$ cat config.mk
export PLATFORM = sky130hd
export DESIGN_NAME = olendec_top
export DESIGN_NICKNAME = d
export VERILOG_FILES = /design/src/rtl/olendec_pkg.sv /design/src/rtl/olendec_target.sv /design/src/rtl/olendec_top.sv
export SDC_FILE = /design/constraint.sdc
export NUM_CORES = 1
export LEC_CHECK = 0
export BUFFER_PORTS_ARGS = -buffer_cell sky130_fd_sc_hd__buf_2
export CAP_MARGIN = 20
export CORE_UTILIZATION = 53
export DETAILED_ROUTE_END_ITERATION = 8
export PLACE_DENSITY = 0.8
export SKIP_CTS_REPAIR_TIMING = 1
export SLEW_MARGIN = 40
export SYNTH_ARGS = -nofsm -noshare
export SYNTH_HDL_FRONTEND = slang
export SYNTH_SLANG_ARGS = --single-unit
$ cat constraint.sdc
create_clock -name clk_sys -period 5.5 [get_ports clk_sys]
set_input_delay 0.825 -clock clk_sys [delete_from_list [all_inputs] [get_ports clk_sys]]
set_output_delay 0.825 -clock clk_sys [all_outputs]
set_load 0.01 [all_outputs]
$ cat src/rtl/olendec_pkg.sv
package olendec_pkg;

	// ----------------------------------------
	// operation classes
	// ----------------------------------------
	typedef enum logic [4:0] {
		OLD_OP_OTHER           = 5'h00,
		OLD_OP_JUMP_BIT_SET    = 5'h01,
		OLD_OP_JUMP_BIT_CLEAR  = 5'h02,
		OLD_OP_PAGE_CALL       = 5'h03,
		OLD_OP_INT_RETURN      = 5'h04,
		OLD_OP_JUMP_ACC_ZERO   = 5'h05,
		OLD_OP_JUMP_ACC_NZERO  = 5'h06,
		OLD_OP_OR_BIT_CARRY    = 5'h07,
		OLD_OP_LOAD_REG_IMM    = 5'h08,
		OLD_OP_SHORT_JUMP      = 5'h09,
		OLD_OP_AND_BIT_CARRY   = 5'h0a,
		OLD_OP_DIVIDE          = 5'h0b,
		OLD_OP_MOVE_DIR_DIR    = 5'h0c,
		OLD_OP_STORE_REG_DIR   = 5'h0d,
		OLD_OP_LOAD_PTR_IMM    = 5'h0e,
		OLD_OP_STORE_CARRY_BIT = 5'h0f,
		OLD_OP_CODE_READ       = 5'h10,
		OLD_OP_SUB_BORROW      = 5'h11,
		OLD_OP_INC_PTR         = 5'h12,
		OLD_OP_MULTIPLY        = 5'h13,
		OLD_OP_LOAD_REG_DIR    = 5'h14,
		OLD_OP_COMPARE_JUMP    = 5'h15,
		OLD_OP_CLEAR_BIT       = 5'h16,
		OLD_OP_CLEAR_CARRY     = 5'h17,
		OLD_OP_PAGE_JUMP       = 5'h18,
		OLD_OP_UNDEFINED       = 5'h1f
	} olendec_op_t;

	// ----------------------------------------
	// operand forms
	// ----------------------------------------
	typedef enum logic [3:0] {
		OLD_FORM_NONE         = 4'h0,
		OLD_FORM_BIT_REL      = 4'h1,
		OLD_FORM_PAGE_ADDR    = 4'h2,
		OLD_FORM_REL          = 4'h3,
		OLD_FORM_BIT          = 4'h4,
		OLD_FORM_REG_IMM      = 4'h5,
		OLD_FORM_ACC_AUX      = 4'h6,
		OLD_FORM_DIR_DIR      = 4'h7,
		OLD_FORM_DIR_REG      = 4'h8,
		OLD_FORM_PTR_IMM16    = 4'h9,
		OLD_FORM_ACC_PTR      = 4'ha,
		OLD_FORM_ACC_REG      = 4'hb,
		OLD_FORM_PTR          = 4'hc,
		OLD_FORM_REG_DIR      = 4'hd,
		OLD_FORM_ACC_IMM_REL  = 4'he,
		OLD_FORM_ACC_DIR_REL  = 4'hf
	} olendec_form_t;

	// register-with-immediate compare reuses reg_imm with a relative flag
	localparam logic [1:0] OLD_LEN_1 = 2'h1;
	localparam logic [1:0] OLD_LEN_2 = 2'h2;
	localparam logic [1:0] OLD_LEN_3 = 2'h3;

	localparam int OLD_ADDR_W = 16;
	localparam int OLD_PAGE_W = 11;
	localparam int OLD_REG_W  = 3;

	localparam logic [7:0] OLD_OPC_JB      = 8'h20;
	localparam logic [7:0] OLD_OPC_JNB     = 8'h30;
	localparam logic [7:0] OLD_OPC_PCALL   = 8'h31;
	localparam logic [7:0] OLD_OPC_IRET    = 8'h32;
	localparam logic [7:0] OLD_OPC_JZ      = 8'h60;
	localparam logic [7:0] OLD_OPC_JNZ     = 8'h70;
	localparam logic [7:0] OLD_OPC_ORC     = 8'h72;
	localparam logic [4:0] OLD_GRP_LDIMM   = 5'h0f;
	localparam logic [7:0] OLD_OPC_SJ      = 8'h80;
	localparam logic [7:0] OLD_OPC_ANDC    = 8'h82;
	localparam logic [7:0] OLD_OPC_DIV     = 8'h84;
	localparam logic [7:0] OLD_OPC_MOVDD   = 8'h85;
	localparam logic [4:0] OLD_GRP_STDIR   = 5'h11;
	localparam logic [7:0] OLD_OPC_LDPTR   = 8'h90;
	localparam logic [7:0] OLD_OPC_STC     = 8'h92;
	localparam logic [7:0] OLD_OPC_CREAD   = 8'h93;
	localparam logic [4:0] OLD_GRP_SUBTRACT_WITH_BORROW    = 5'h13;
	localparam logic [7:0] OLD_OPC_INCPTR  = 8'ha3;
	localparam logic [7:0] OLD_OPC_MUL     = 8'ha4;
	localparam logic [7:0] OLD_OPC_RSVD    = 8'ha5;
	localparam logic [4:0] OLD_GRP_LDDIR   = 5'h15;
	localparam logic [7:0] OLD_OPC_CJAI    = 8'hb4;
	localparam logic [7:0] OLD_OPC_CJAD    = 8'hb5;
	localparam logic [4:0] OLD_GRP_CJRI    = 5'h17;
	localparam logic [7:0] OLD_OPC_CLRB    = 8'hc2;
	localparam logic [7:0] OLD_OPC_CLRC    = 8'hc3;
	localparam logic [4:0] OLD_PJ_LOW      = 5'h01;
	localparam logic [3:0] OLD_PCALL_LOW   = 4'h1;

	// ----------------------------------------
	// carriers
	// ----------------------------------------
	typedef struct packed {
		olendec_op_t   op;
		olendec_form_t form;
		logic [1:0]    length;
		logic [2:0]    reg_sel;
		logic          has_rel;
		logic          undefined;
	} olendec_dec_t;

	typedef struct packed {
		logic [15:0] pc;
		logic [7:0]  rel;
		logic [7:0]  low;
	} olendec_tgt_in_t;

endpackage

$ cat src/rtl/olendec_target.sv
`timescale 1ns/1ps
// branch target arithmetic for relative and page forms
module olendec_target
	import olendec_pkg::*;
(
	input  wire logic [OLD_ADDR_W-1:0] next_pc,
	input  wire logic [7:0]            rel,
	input  wire logic [2:0]            page_hi,
	input  wire logic [7:0]            page_lo,
	output logic      [OLD_ADDR_W-1:0] rel_target,
	output logic      [OLD_ADDR_W-1:0] page_target
);
	// sign extension gives +127 / -128 around the next instruction
	assign rel_target  = next_pc + {{(OLD_ADDR_W-8){rel[7]}}, rel};
	// page bits come from the next instruction's address
	assign page_target = {next_pc[OLD_ADDR_W-1:OLD_PAGE_W], page_hi, page_lo};
endmodule // olendec_target

$ cat src/rtl/olendec_top.sv
`timescale 1ns/1ps
// Overview of operation
// - 0x20 jump if bit set, three bytes
// - 0x30 jump if bit clear, three bytes
// - 0x31 page call, two bytes
// - 0x32 interrupt return, one byte
// - 0x70 jump if accumulator nonzero, two
// - 0x72 or bit into carry, two
// - 0x78-0x7f load register immediate, two
// - 0x84 divide accumulator by aux, one
// - 0x85 direct to direct move, three
// - 0x88-0x8f register to direct, two
// - 0x90 load data pointer immediate, three
// - 0x92 carry to direct bit, two
// - 0x93 code read at acc plus pointer
// - 0x98-0x9f subtract with borrow register, one
// - 0xa3 increment data pointer, one byte
// - 0xa4 multiply one byte; 0xa5 reserved
// - 0xa8-0xaf load register from direct, two
// - 0xb4, 0xb5, 0xb8-0xbf compare jump, three
// - one-byte offset, +127 to -128 range
// - page target within next instruction's page
module olendec_top
	import olendec_pkg::*;
(
	input  wire logic                  clk_sys,
	input  wire logic                  rst,
	input  wire logic                  opc_valid,
	input  wire logic [7:0]            opc,
	input  wire olendec_tgt_in_t       tgt_in,
	output logic      [1:0]            len_now,
	output olendec_dec_t               dec,
	output logic                       dec_valid,
	output logic      [OLD_ADDR_W-1:0] rel_target,
	output logic      [OLD_ADDR_W-1:0] page_target
);

	// ----------------------------------------
	// combinational decode
	// ----------------------------------------
	olendec_dec_t              next_dec;
	logic [OLD_ADDR_W-1:0]     next_pc;
	logic [OLD_ADDR_W-1:0]     rel_t;
	logic [OLD_ADDR_W-1:0]     page_t;

	always_comb begin
		next_dec           = '0;
		next_dec.op        = OLD_OP_OTHER;
		next_dec.form      = OLD_FORM_NONE;
		next_dec.length    = OLD_LEN_1;
		next_dec.reg_sel   = opc[2:0];
		if (opc == OLD_OPC_JB) begin
			next_dec.op      = OLD_OP_JUMP_BIT_SET;
			next_dec.form    = OLD_FORM_BIT_REL;
			next_dec.length  = OLD_LEN_3;
			next_dec.has_rel = 1'b1;
		end else if (opc == OLD_OPC_JNB) begin
			next_dec.op      = OLD_OP_JUMP_BIT_CLEAR;
			next_dec.form    = OLD_FORM_BIT_REL;
			next_dec.length  = OLD_LEN_3;
			next_dec.has_rel = 1'b1;
		end else if (opc[3:0] == OLD_PCALL_LOW && opc[4]) begin
			next_dec.op      = OLD_OP_PAGE_CALL;
			next_dec.form    = OLD_FORM_PAGE_ADDR;
			next_dec.length  = OLD_LEN_2;
		end else if (opc[4:0] == OLD_PJ_LOW) begin
			next_dec.op      = OLD_OP_PAGE_JUMP;
			next_dec.form    = OLD_FORM_PAGE_ADDR;
			next_dec.length  = OLD_LEN_2;
		end else if (opc == OLD_OPC_IRET) begin
			next_dec.op      = OLD_OP_INT_RETURN;
		end else if (opc == OLD_OPC_JZ) begin
			next_dec.op      = OLD_OP_JUMP_ACC_ZERO;
			next_dec.form    = OLD_FORM_REL;
			next_dec.length  = OLD_LEN_2;
			next_dec.has_rel = 1'b1;
		end else if (opc == OLD_OPC_JNZ) begin
			next_dec.op      = OLD_OP_JUMP_ACC_NZERO;
			next_dec.form    = OLD_FORM_REL;
			next_dec.length  = OLD_LEN_2;
			next_dec.has_rel = 1'b1;
		end else if (opc == OLD_OPC_ORC) begin
			next_dec.op      = OLD_OP_OR_BIT_CARRY;
			next_dec.form    = OLD_FORM_BIT;
			next_dec.length  = OLD_LEN_2;
		end else if (opc[7:3] == OLD_GRP_LDIMM) begin
			next_dec.op      = OLD_OP_LOAD_REG_IMM;
			next_dec.form    = OLD_FORM_REG_IMM;
			next_dec.length  = OLD_LEN_2;
		end else if (opc == OLD_OPC_SJ) begin
			next_dec.op      = OLD_OP_SHORT_JUMP;
			next_dec.form    = OLD_FORM_REL;
			next_dec.length  = OLD_LEN_2;
			next_dec.has_rel = 1'b1;
		end else if (opc == OLD_OPC_ANDC) begin
			next_dec.op      = OLD_OP_AND_BIT_CARRY;
			next_dec.form    = OLD_FORM_BIT;
			next_dec.length  = OLD_LEN_2;
		end else if (opc == OLD_OPC_DIV) begin
			next_dec.op      = OLD_OP_DIVIDE;
			next_dec.form    = OLD_FORM_ACC_AUX;
		end else if (opc == OLD_OPC_MOVDD) begin
			next_dec.op      = OLD_OP_MOVE_DIR_DIR;
			next_dec.form    = OLD_FORM_DIR_DIR;
			next_dec.length  = OLD_LEN_3;
		end else if (opc[7:3] == OLD_GRP_STDIR) begin
			next_dec.op      = OLD_OP_STORE_REG_DIR;
			next_dec.form    = OLD_FORM_DIR_REG;
			next_dec.length  = OLD_LEN_2;
		end else if (opc == OLD_OPC_LDPTR) begin
			next_dec.op      = OLD_OP_LOAD_PTR_IMM;
			next_dec.form    = OLD_FORM_PTR_IMM16;
			next_dec.length  = OLD_LEN_3;
		end else if (opc == OLD_OPC_STC) begin
			next_dec.op      = OLD_OP_STORE_CARRY_BIT;
			next_dec.form    = OLD_FORM_BIT;
			next_dec.length  = OLD_LEN_2;
		end else if (opc == OLD_OPC_CREAD) begin
			next_dec.op      = OLD_OP_CODE_READ;
			next_dec.form    = OLD_FORM_ACC_PTR;
		end else if (opc[7:3] == OLD_GRP_SUBTRACT_WITH_BORROW) begin
			next_dec.op      = OLD_OP_SUB_BORROW;
			next_dec.form    = OLD_FORM_ACC_REG;
		end else if (opc == OLD_OPC_INCPTR) begin
			next_dec.op      = OLD_OP_INC_PTR;
			next_dec.form    = OLD_FORM_PTR;
		end else if (opc == OLD_OPC_MUL) begin
			next_dec.op      = OLD_OP_MULTIPLY;
			next_dec.form    = OLD_FORM_ACC_AUX;
		end else if (opc == OLD_OPC_RSVD) begin
			// reserved byte is one long so fetch can step past it
			next_dec.op        = OLD_OP_UNDEFINED;
			next_dec.undefined = 1'b1;
		end else if (opc[7:3] == OLD_GRP_LDDIR) begin
			next_dec.op      = OLD_OP_LOAD_REG_DIR;
			next_dec.form    = OLD_FORM_REG_DIR;
			next_dec.length  = OLD_LEN_2;
		end else if (opc == OLD_OPC_CJAI) begin
			next_dec.op      = OLD_OP_COMPARE_JUMP;
			next_dec.form    = OLD_FORM_ACC_IMM_REL;
			next_dec.length  = OLD_LEN_3;
			next_dec.has_rel = 1'b1;
		end else if (opc == OLD_OPC_CJAD) begin
			next_dec.op      = OLD_OP_COMPARE_JUMP;
			next_dec.form    = OLD_FORM_ACC_DIR_REL;
			next_dec.length  = OLD_LEN_3;
			next_dec.has_rel = 1'b1;
		end else if (opc[7:3] == OLD_GRP_CJRI) begin
			next_dec.op      = OLD_OP_COMPARE_JUMP;
			next_dec.form    = OLD_FORM_REG_IMM;
			next_dec.length  = OLD_LEN_3;
			next_dec.has_rel = 1'b1;
		end else if (opc == OLD_OPC_CLRB) begin
			next_dec.op      = OLD_OP_CLEAR_BIT;
			next_dec.form    = OLD_FORM_BIT;
			next_dec.length  = OLD_LEN_2;
		end else if (opc == OLD_OPC_CLRC) begin
			next_dec.op      = OLD_OP_CLEAR_CARRY;
		end
	end

	// ----------------------------------------
	// target arithmetic
	// ----------------------------------------
	// the offset is the last byte, so the next address is pc plus full length
	assign next_pc = tgt_in.pc + {{(OLD_ADDR_W-2){1'b0}}, next_dec.length};

	olendec_target u_target (
		.next_pc     (next_pc),
		.rel         (tgt_in.rel),
		.page_hi     (opc[7:5]),
		.page_lo     (tgt_in.low),
		.rel_target  (rel_t),
		.page_target (page_t)
	);

	// ----------------------------------------
	// registered outputs
	// ----------------------------------------
	// length registered on the presenting edge so fetch sees it one edge on
	always_ff @(posedge clk_sys) begin
		if (rst) begin
			len_now   <= OLD_LEN_1;
			dec_valid <= 1'b0;
		end else begin
			len_now   <= next_dec.length;
			dec_valid <= opc_valid;
		end
	end

	always_ff @(posedge clk_sys) begin
		if (rst) begin
			dec         <= '0;
			rel_target  <= '0;
			page_target <= '0;
		end else if (opc_valid) begin
			dec         <= next_dec;
			rel_target  <= rel_t;
			page_target <= page_t;
		end
	end

	// ----------------------------------------
	// checks
	// ----------------------------------------
	a_jb_length: assert property (@(posedge clk_sys) disable iff (rst)
		opc_valid && opc == 8'h20 |=> dec.length == 2'h3 && dec.has_rel)
		else $error("bit-set jump length wrong");
	a_jnb_op: assert property (@(posedge clk_sys) disable iff (rst)
		opc_valid && opc == 8'h30 |=> dec.op == OLD_OP_JUMP_BIT_CLEAR && dec.length == 2'h3)
		else $error("bit-clear jump decode wrong");
	a_pcall_page: assert property (@(posedge clk_sys) disable iff (rst)
		opc_valid && opc == 8'h31 |=> dec.length == 2'h2
			&& page_target[15:11] == $past(next_pc[15:11])
			&& page_target[10:8] == 3'h1)
		else $error("page call target wrong");
	a_iret_len: assert property (@(posedge clk_sys) disable iff (rst)
		opc_valid && opc == 8'h32 |=> dec.op == OLD_OP_INT_RETURN && dec.length == 2'h1)
		else $error("interrupt return decode wrong");
	a_rel_target: assert property (@(posedge clk_sys) disable iff (rst)
		opc_valid && opc == 8'h80 |=> rel_target
			== 16'($past(tgt_in.pc) + 16'h2 + {{8{$past(tgt_in.rel[7])}}, $past(tgt_in.rel)}))
		else $error("relative target wrong");
	a_ldimm_reg: assert property (@(posedge clk_sys) disable iff (rst)
		opc_valid && opc[7:3] == 5'h0f |=> dec.op == OLD_OP_LOAD_REG_IMM
			&& dec.reg_sel == $past(opc[2:0]) && dec.length == 2'h2)
		else $error("immediate register load wrong");
	a_rsvd_flag: assert property (@(posedge clk_sys) disable iff (rst)
		opc_valid && opc == 8'ha5 |=> dec.undefined && dec.op == OLD_OP_UNDEFINED)
		else $error("reserved opcode not flagged");
	a_compare_jump_unequal_len: assert property (@(posedge clk_sys) disable iff (rst)
		opc_valid && (opc == 8'hb4 || opc == 8'hb5 || opc[7:3] == 5'h17)
			|=> dec.op == OLD_OP_COMPARE_JUMP && dec.length == 2'h3)
		else $error("compare jump decode wrong");
	a_len_follow: assert property (@(posedge clk_sys) disable iff (rst)
		opc == 8'h90 ##1 opc == 8'h93 |-> len_now == 2'h3 ##1 len_now == 2'h1)
		else $error("length not presented in step");

	// ----------------------------------------
	// per-opcode decode checks
	// ----------------------------------------
	// each check but a_clear_decode and a_pjump_page ties one opcode or group to its class and byte count, so a slip in the
	// if-chain order shows up as a wrong class rather than a silent length error
	a_jz_decode: assert property (@(posedge clk_sys) disable iff (rst)
		opc_valid && opc == OLD_OPC_JZ
		|=> dec.op == OLD_OP_JUMP_ACC_ZERO && dec.length == OLD_LEN_2 && dec.has_rel)
		else $error("zero jump decode wrong");
	a_jnz_decode: assert property (@(posedge clk_sys) disable iff (rst)
		opc_valid && opc == OLD_OPC_JNZ
		|=> dec.op == OLD_OP_JUMP_ACC_NZERO && dec.length == OLD_LEN_2 && dec.has_rel)
		else $error("nonzero jump decode wrong");
	a_orc_decode: assert property (@(posedge clk_sys) disable iff (rst)
		opc_valid && opc == OLD_OPC_ORC
		|=> dec.op == OLD_OP_OR_BIT_CARRY && dec.length == OLD_LEN_2)
		else $error("or into carry decode wrong");
	a_sj_decode: assert property (@(posedge clk_sys) disable iff (rst)
		opc_valid && opc == OLD_OPC_SJ
		|=> dec.op == OLD_OP_SHORT_JUMP && dec.length == OLD_LEN_2 && dec.has_rel)
		else $error("short jump decode wrong");
	a_andc_decode: assert property (@(posedge clk_sys) disable iff (rst)
		opc_valid && opc == OLD_OPC_ANDC
		|=> dec.op == OLD_OP_AND_BIT_CARRY && dec.length == OLD_LEN_2)
		else $error("and into carry decode wrong");
	a_div_decode: assert property (@(posedge clk_sys) disable iff (rst)
		opc_valid && opc == OLD_OPC_DIV
		|=> dec.op == OLD_OP_DIVIDE && dec.length == OLD_LEN_1)
		else $error("divide decode wrong");
	a_movdd_decode: assert property (@(posedge clk_sys) disable iff (rst)
		opc_valid && opc == OLD_OPC_MOVDD
		|=> dec.op == OLD_OP_MOVE_DIR_DIR && dec.length == OLD_LEN_3)
		else $error("direct move decode wrong");
	a_stdir_decode: assert property (@(posedge clk_sys) disable iff (rst)
		opc_valid && opc[7:3] == OLD_GRP_STDIR
		|=> dec.op == OLD_OP_STORE_REG_DIR && dec.length == OLD_LEN_2)
		else $error("register store decode wrong");
	a_ldptr_decode: assert property (@(posedge clk_sys) disable iff (rst)
		opc_valid && opc == OLD_OPC_LDPTR
		|=> dec.op == OLD_OP_LOAD_PTR_IMM && dec.length == OLD_LEN_3)
		else $error("pointer load decode wrong");
	a_stc_decode: assert property (@(posedge clk_sys) disable iff (rst)
		opc_valid && opc == OLD_OPC_STC
		|=> dec.op == OLD_OP_STORE_CARRY_BIT && dec.length == OLD_LEN_2)
		else $error("carry store decode wrong");
	a_cread_decode: assert property (@(posedge clk_sys) disable iff (rst)
		opc_valid && opc == OLD_OPC_CREAD
		|=> dec.op == OLD_OP_CODE_READ && dec.length == OLD_LEN_1)
		else $error("code read decode wrong");
	a_subtract_with_borrow_decode: assert property (@(posedge clk_sys) disable iff (rst)
		opc_valid && opc[7:3] == OLD_GRP_SUBTRACT_WITH_BORROW
		|=> dec.op == OLD_OP_SUB_BORROW && dec.length == OLD_LEN_1)
		else $error("subtract decode wrong");
	a_incptr_decode: assert property (@(posedge clk_sys) disable iff (rst)
		opc_valid && opc == OLD_OPC_INCPTR
		|=> dec.op == OLD_OP_INC_PTR && dec.length == OLD_LEN_1)
		else $error("pointer increment decode wrong");
	a_mul_decode: assert property (@(posedge clk_sys) disable iff (rst)
		opc_valid && opc == OLD_OPC_MUL
		|=> dec.op == OLD_OP_MULTIPLY && dec.length == OLD_LEN_1 && !dec.undefined)
		else $error("multiply decode wrong");
	a_lddir_decode: assert property (@(posedge clk_sys) disable iff (rst)
		opc_valid && opc[7:3] == OLD_GRP_LDDIR
		|=> dec.op == OLD_OP_LOAD_REG_DIR && dec.length == OLD_LEN_2)
		else $error("register load decode wrong");
	a_clear_decode: assert property (@(posedge clk_sys) disable iff (rst)
		opc_valid && (opc == OLD_OPC_CLRB || opc == OLD_OPC_CLRC)
		|=> dec.op == OLD_OP_CLEAR_BIT || dec.op == OLD_OP_CLEAR_CARRY)
		else $error("clear decode wrong");
	a_pjump_page: assert property (@(posedge clk_sys) disable iff (rst)
		opc_valid && opc[4:0] == OLD_PJ_LOW
		|=> dec.op == OLD_OP_PAGE_JUMP && page_target[15:11] == $past(next_pc[15:11]))
		else $error("page jump target wrong");

	// ----------------------------------------
	// output timing and undefined-flag checks
	// ----------------------------------------
	a_len_step: assert property (@(posedge clk_sys) disable iff (rst)
		opc_valid
		|=> len_now == dec.length)
		else $error("length and decode disagree");
	a_valid_step: assert property (@(posedge clk_sys) disable iff (rst)
		1'b1
		|=> dec_valid == $past(opc_valid))
		else $error("decode valid out of step");
	a_undef_only: assert property (@(posedge clk_sys) disable iff (rst)
		opc_valid && opc != OLD_OPC_RSVD
		|=> !dec.undefined)
		else $error("defined opcode flagged undefined");
	// fetch may stall; the sequencer still reads dec, so it must not drift
	a_dec_hold: assert property (@(posedge clk_sys) disable iff (rst)
		!opc_valid
		|=> $stable(dec) && $stable(rel_target))
		else $error("decode moved without a valid byte");

	c_short_back: cover property (@(posedge clk_sys) opc_valid && opc == 8'h80 && tgt_in.rel[7]);
	c_reserved: cover property (@(posedge clk_sys) opc_valid && opc == 8'ha5);
	c_compare_jump_unequal_reg: cover property (@(posedge clk_sys) opc_valid && opc == 8'hbf);
	c_len_pair: cover property (@(posedge clk_sys) opc == 8'h90 ##1 opc == 8'h93);

endmodule // olendec_top

==> metrics <==
final WL=9430 µm; Worst EP arrival=4870 ps; Nets=582; Final HPWL DP=6920 µm; Worst Setup End Kind=flop; Post-Syn Instances=441; P_leak=0.00187 µW; max_cap viols=0; max frequency=0.214 GHz; CTS tree=built; WS Path Type=in -> reg; H-Tree Depth=2; Hold Path Stages=2; CTS Buf Count=5; share of cells above drive strength 1=21.7%; CTS clk-pin slew, worst paths=100 ps; final hold slack=458 ps; Total GRT Usage=27.5%; FF+latch area=0.00102 mm²; Slowest-stage cell, CP=buf_2; final setup vio count=0; Post-synth top cells=nor2_1, dfxtp_1, a21oi_1, nand2_1, o21ai_0; Critical Path Source Type=input port; number of synthesized flops with an enable pin=0; RSZ-0062 raised after global routing=no; # DRC=0; Rel. slew slack=46.7%; vias in the first global route=3,399; Post-DRT Antenna Nets=0; syn_nets=504; Pwr Density=229 mW/mm²; core footprint=0.00639 mm²; post-synthesis register bit count=51; FF-to-FF Start=page_target[14]; Hold Violations, Final=0; synth top area cells=dfxtp_1, mux2i_1, ha_1; first-pass GRT wire length=15,900 µm; Placer Congestion=0.919; fin crit share=84.9%; CTS Sinks=51; largest net degree at the start of global routing=49; Yosys top cell area share=29.0%; area occupied by multi-input gates=0.00235 mm²; 1st-pass router iterations=5; die height=83.5 µm; setup slack after layout=832 ps; Die W=83.5 µm; I/O Buffers=93; area grow syn2layout=16.8%; pre-CTS setup slack=547 ps; Max clock buf depth=2; via density per instance=5.96; Initial DRC Count=385; Avg Cell Area, Syn=7.98 µm²; Syn. warnings=0; hold path endpoint=rel_target[15]; clk_skew=0 ps; CP peak stage delay=340 ps; status=complete, no violations; WL/cell=15.8 µm; worst endpoint required time=5700 ps; Worst-Margin Slew=788 ps; FP Rows=29; Root Buffer Master=clkbuf_8; Layout fillers=585; Synth Flop Type=dfxtp_1; minimum clock period=4670 ps; asr flop ratio synth=0%; Setup TNS Final=0 ps; worst-case reg-to-reg path depth=2; routed vias=3,557; worst-path fanout max=23; Post-Syn Area=0.00352 mm²; count leader, synth=nor2_1; antenna diode count=0; Clk Latency, worst-skew pair=300 ps; Peak VDD IR=167 µV; die area=0.00697 mm²; worst hold path type=reg -> reg; Worst R2R End=page_target[14]; initial core utilization=55.1%; Distinct cells, synth=65; initial antenna violation count=0; setup slack, reg-to-reg=4680 ps; GRT overflow=0; HP Start=rel_target[15]; register area share after synthesis=29.0%; worst path cell trace=buf_2, inv_1, and3_1, o21bai_1, nand3b_1, or2_2, ha_1, a21oi_1, nor2_1, xor2_1, ha_1, a21oi_1, o211ai_1, o211ai_1, a21boi_0, or3_1, a32o_1; post-synth top area cell=dfxtp_1; final number of max-transition violations=0; I/O pin cnt=94
routing by layer:
metal	share of wire [%]	wire [µm]	up-vias	global-route usage [%]
met5	0	0	-	0
met4	1.7	156	0	8.01
met3	8.0	753	19	5.54
met2	44	4100	164	43.3
met1	47	4420	1614	38.2
li1	-	-	1760	-
sequential cells by signal (all words and copies together), names as in the netlist:
register     count
dec_valid        1
len_now          2
dec             16
page_target     16
rel_target      16
cell type report:
class,count,area share (%)
Tap cell,77,2.34
Clock inverter,2,0.395
Timing Repair Buffer,98,12.3
Clock buffer,6,2.01
Multi-Input combinational cell,353,57.2
Inverter,10,0.912
Sequential cell,51,24.8
worst max-delay path by stage:
stage | end | startpoint
after floorplan | rel_target[12] | opc[5]
after global placement | rel_target[12] | opc[4]
after detailed placement | rel_target[12] | opc[4]
after CTS | rel_target[12] | opc[4]
after global routing | rel_target[12] | opc[4]
final | rel_target[12] | opc[4]
logic make-up (layout without fill, tap and decap cells):
logic type                 count (synthesis)  after routing  share of synthesized area [%]
and+or+nand+nor                          159            159                           22.4
adders and majority gates                 20             20                           7.53
AOI/OAI and AO/OA                        123            123                           23.1
muxes                                     24             24                           6.82
DFF                                       51             51                           29.0
xor gates and xnor gates                  27             27                           7.11
buffers and inverters                     37            116                           4.12
cell usage in the layout (no fill, tap or decap), types with 6 or more instances in the layout:
master | Yosys | routed
buf_4 | 0 | 6
nand2_1 | 29 | 29
a21oi_1 | 30 | 30
nand3_1 | 16 | 16
clkbuf_8 | 0 | 6
xor2_1 | 12 | 12
xnor2_1 | 14 | 14
inv_1 | 9 | 9
ha_1 | 18 | 18
o21ai_0 | 27 | 27
nor2_1 | 59 | 59
buf_2 | 5 | 92
nor2b_1 | 7 | 7
a211oi_1 | 10 | 10
dfxtp_1 | 51 | 51
mux2i_1 | 24 | 24
nand2b_1 | 7 | 7
nor3_1 | 11 | 11
where the power goes:
| group | leakage, µW | internal [µW] | switching [µW] |
|---|---|---|---|
| logic | 0.00141 | 124 | 173 |
| registers | 0.000421 | 398 | 13.6 |
| clock network | 0.0000474 | 103 | 132 |
worst max-delay path: cells and delay by family:
kind | cells | cell delay (ps)
and+or+nand+nor | 5 | 1240
adders and majority gates | 2 | 560
AOI/OAI and AO/OA | 7 | 1480
buffers and inverters | 2 | 560
xor gates and xnor gates | 1 | 200
through the flow:
step,power (µW),cell area [µm²],util (%),instances
detailed placement,714,4010,62.8,589
floorplan,620,3520,-,441
global placement,708,4010,62.8,589
finish,944,4110,64.4,597
global route,999,4110,64.4,597
CTS,948,4110,64.4,597
Power figures use the tool's default switching activity.
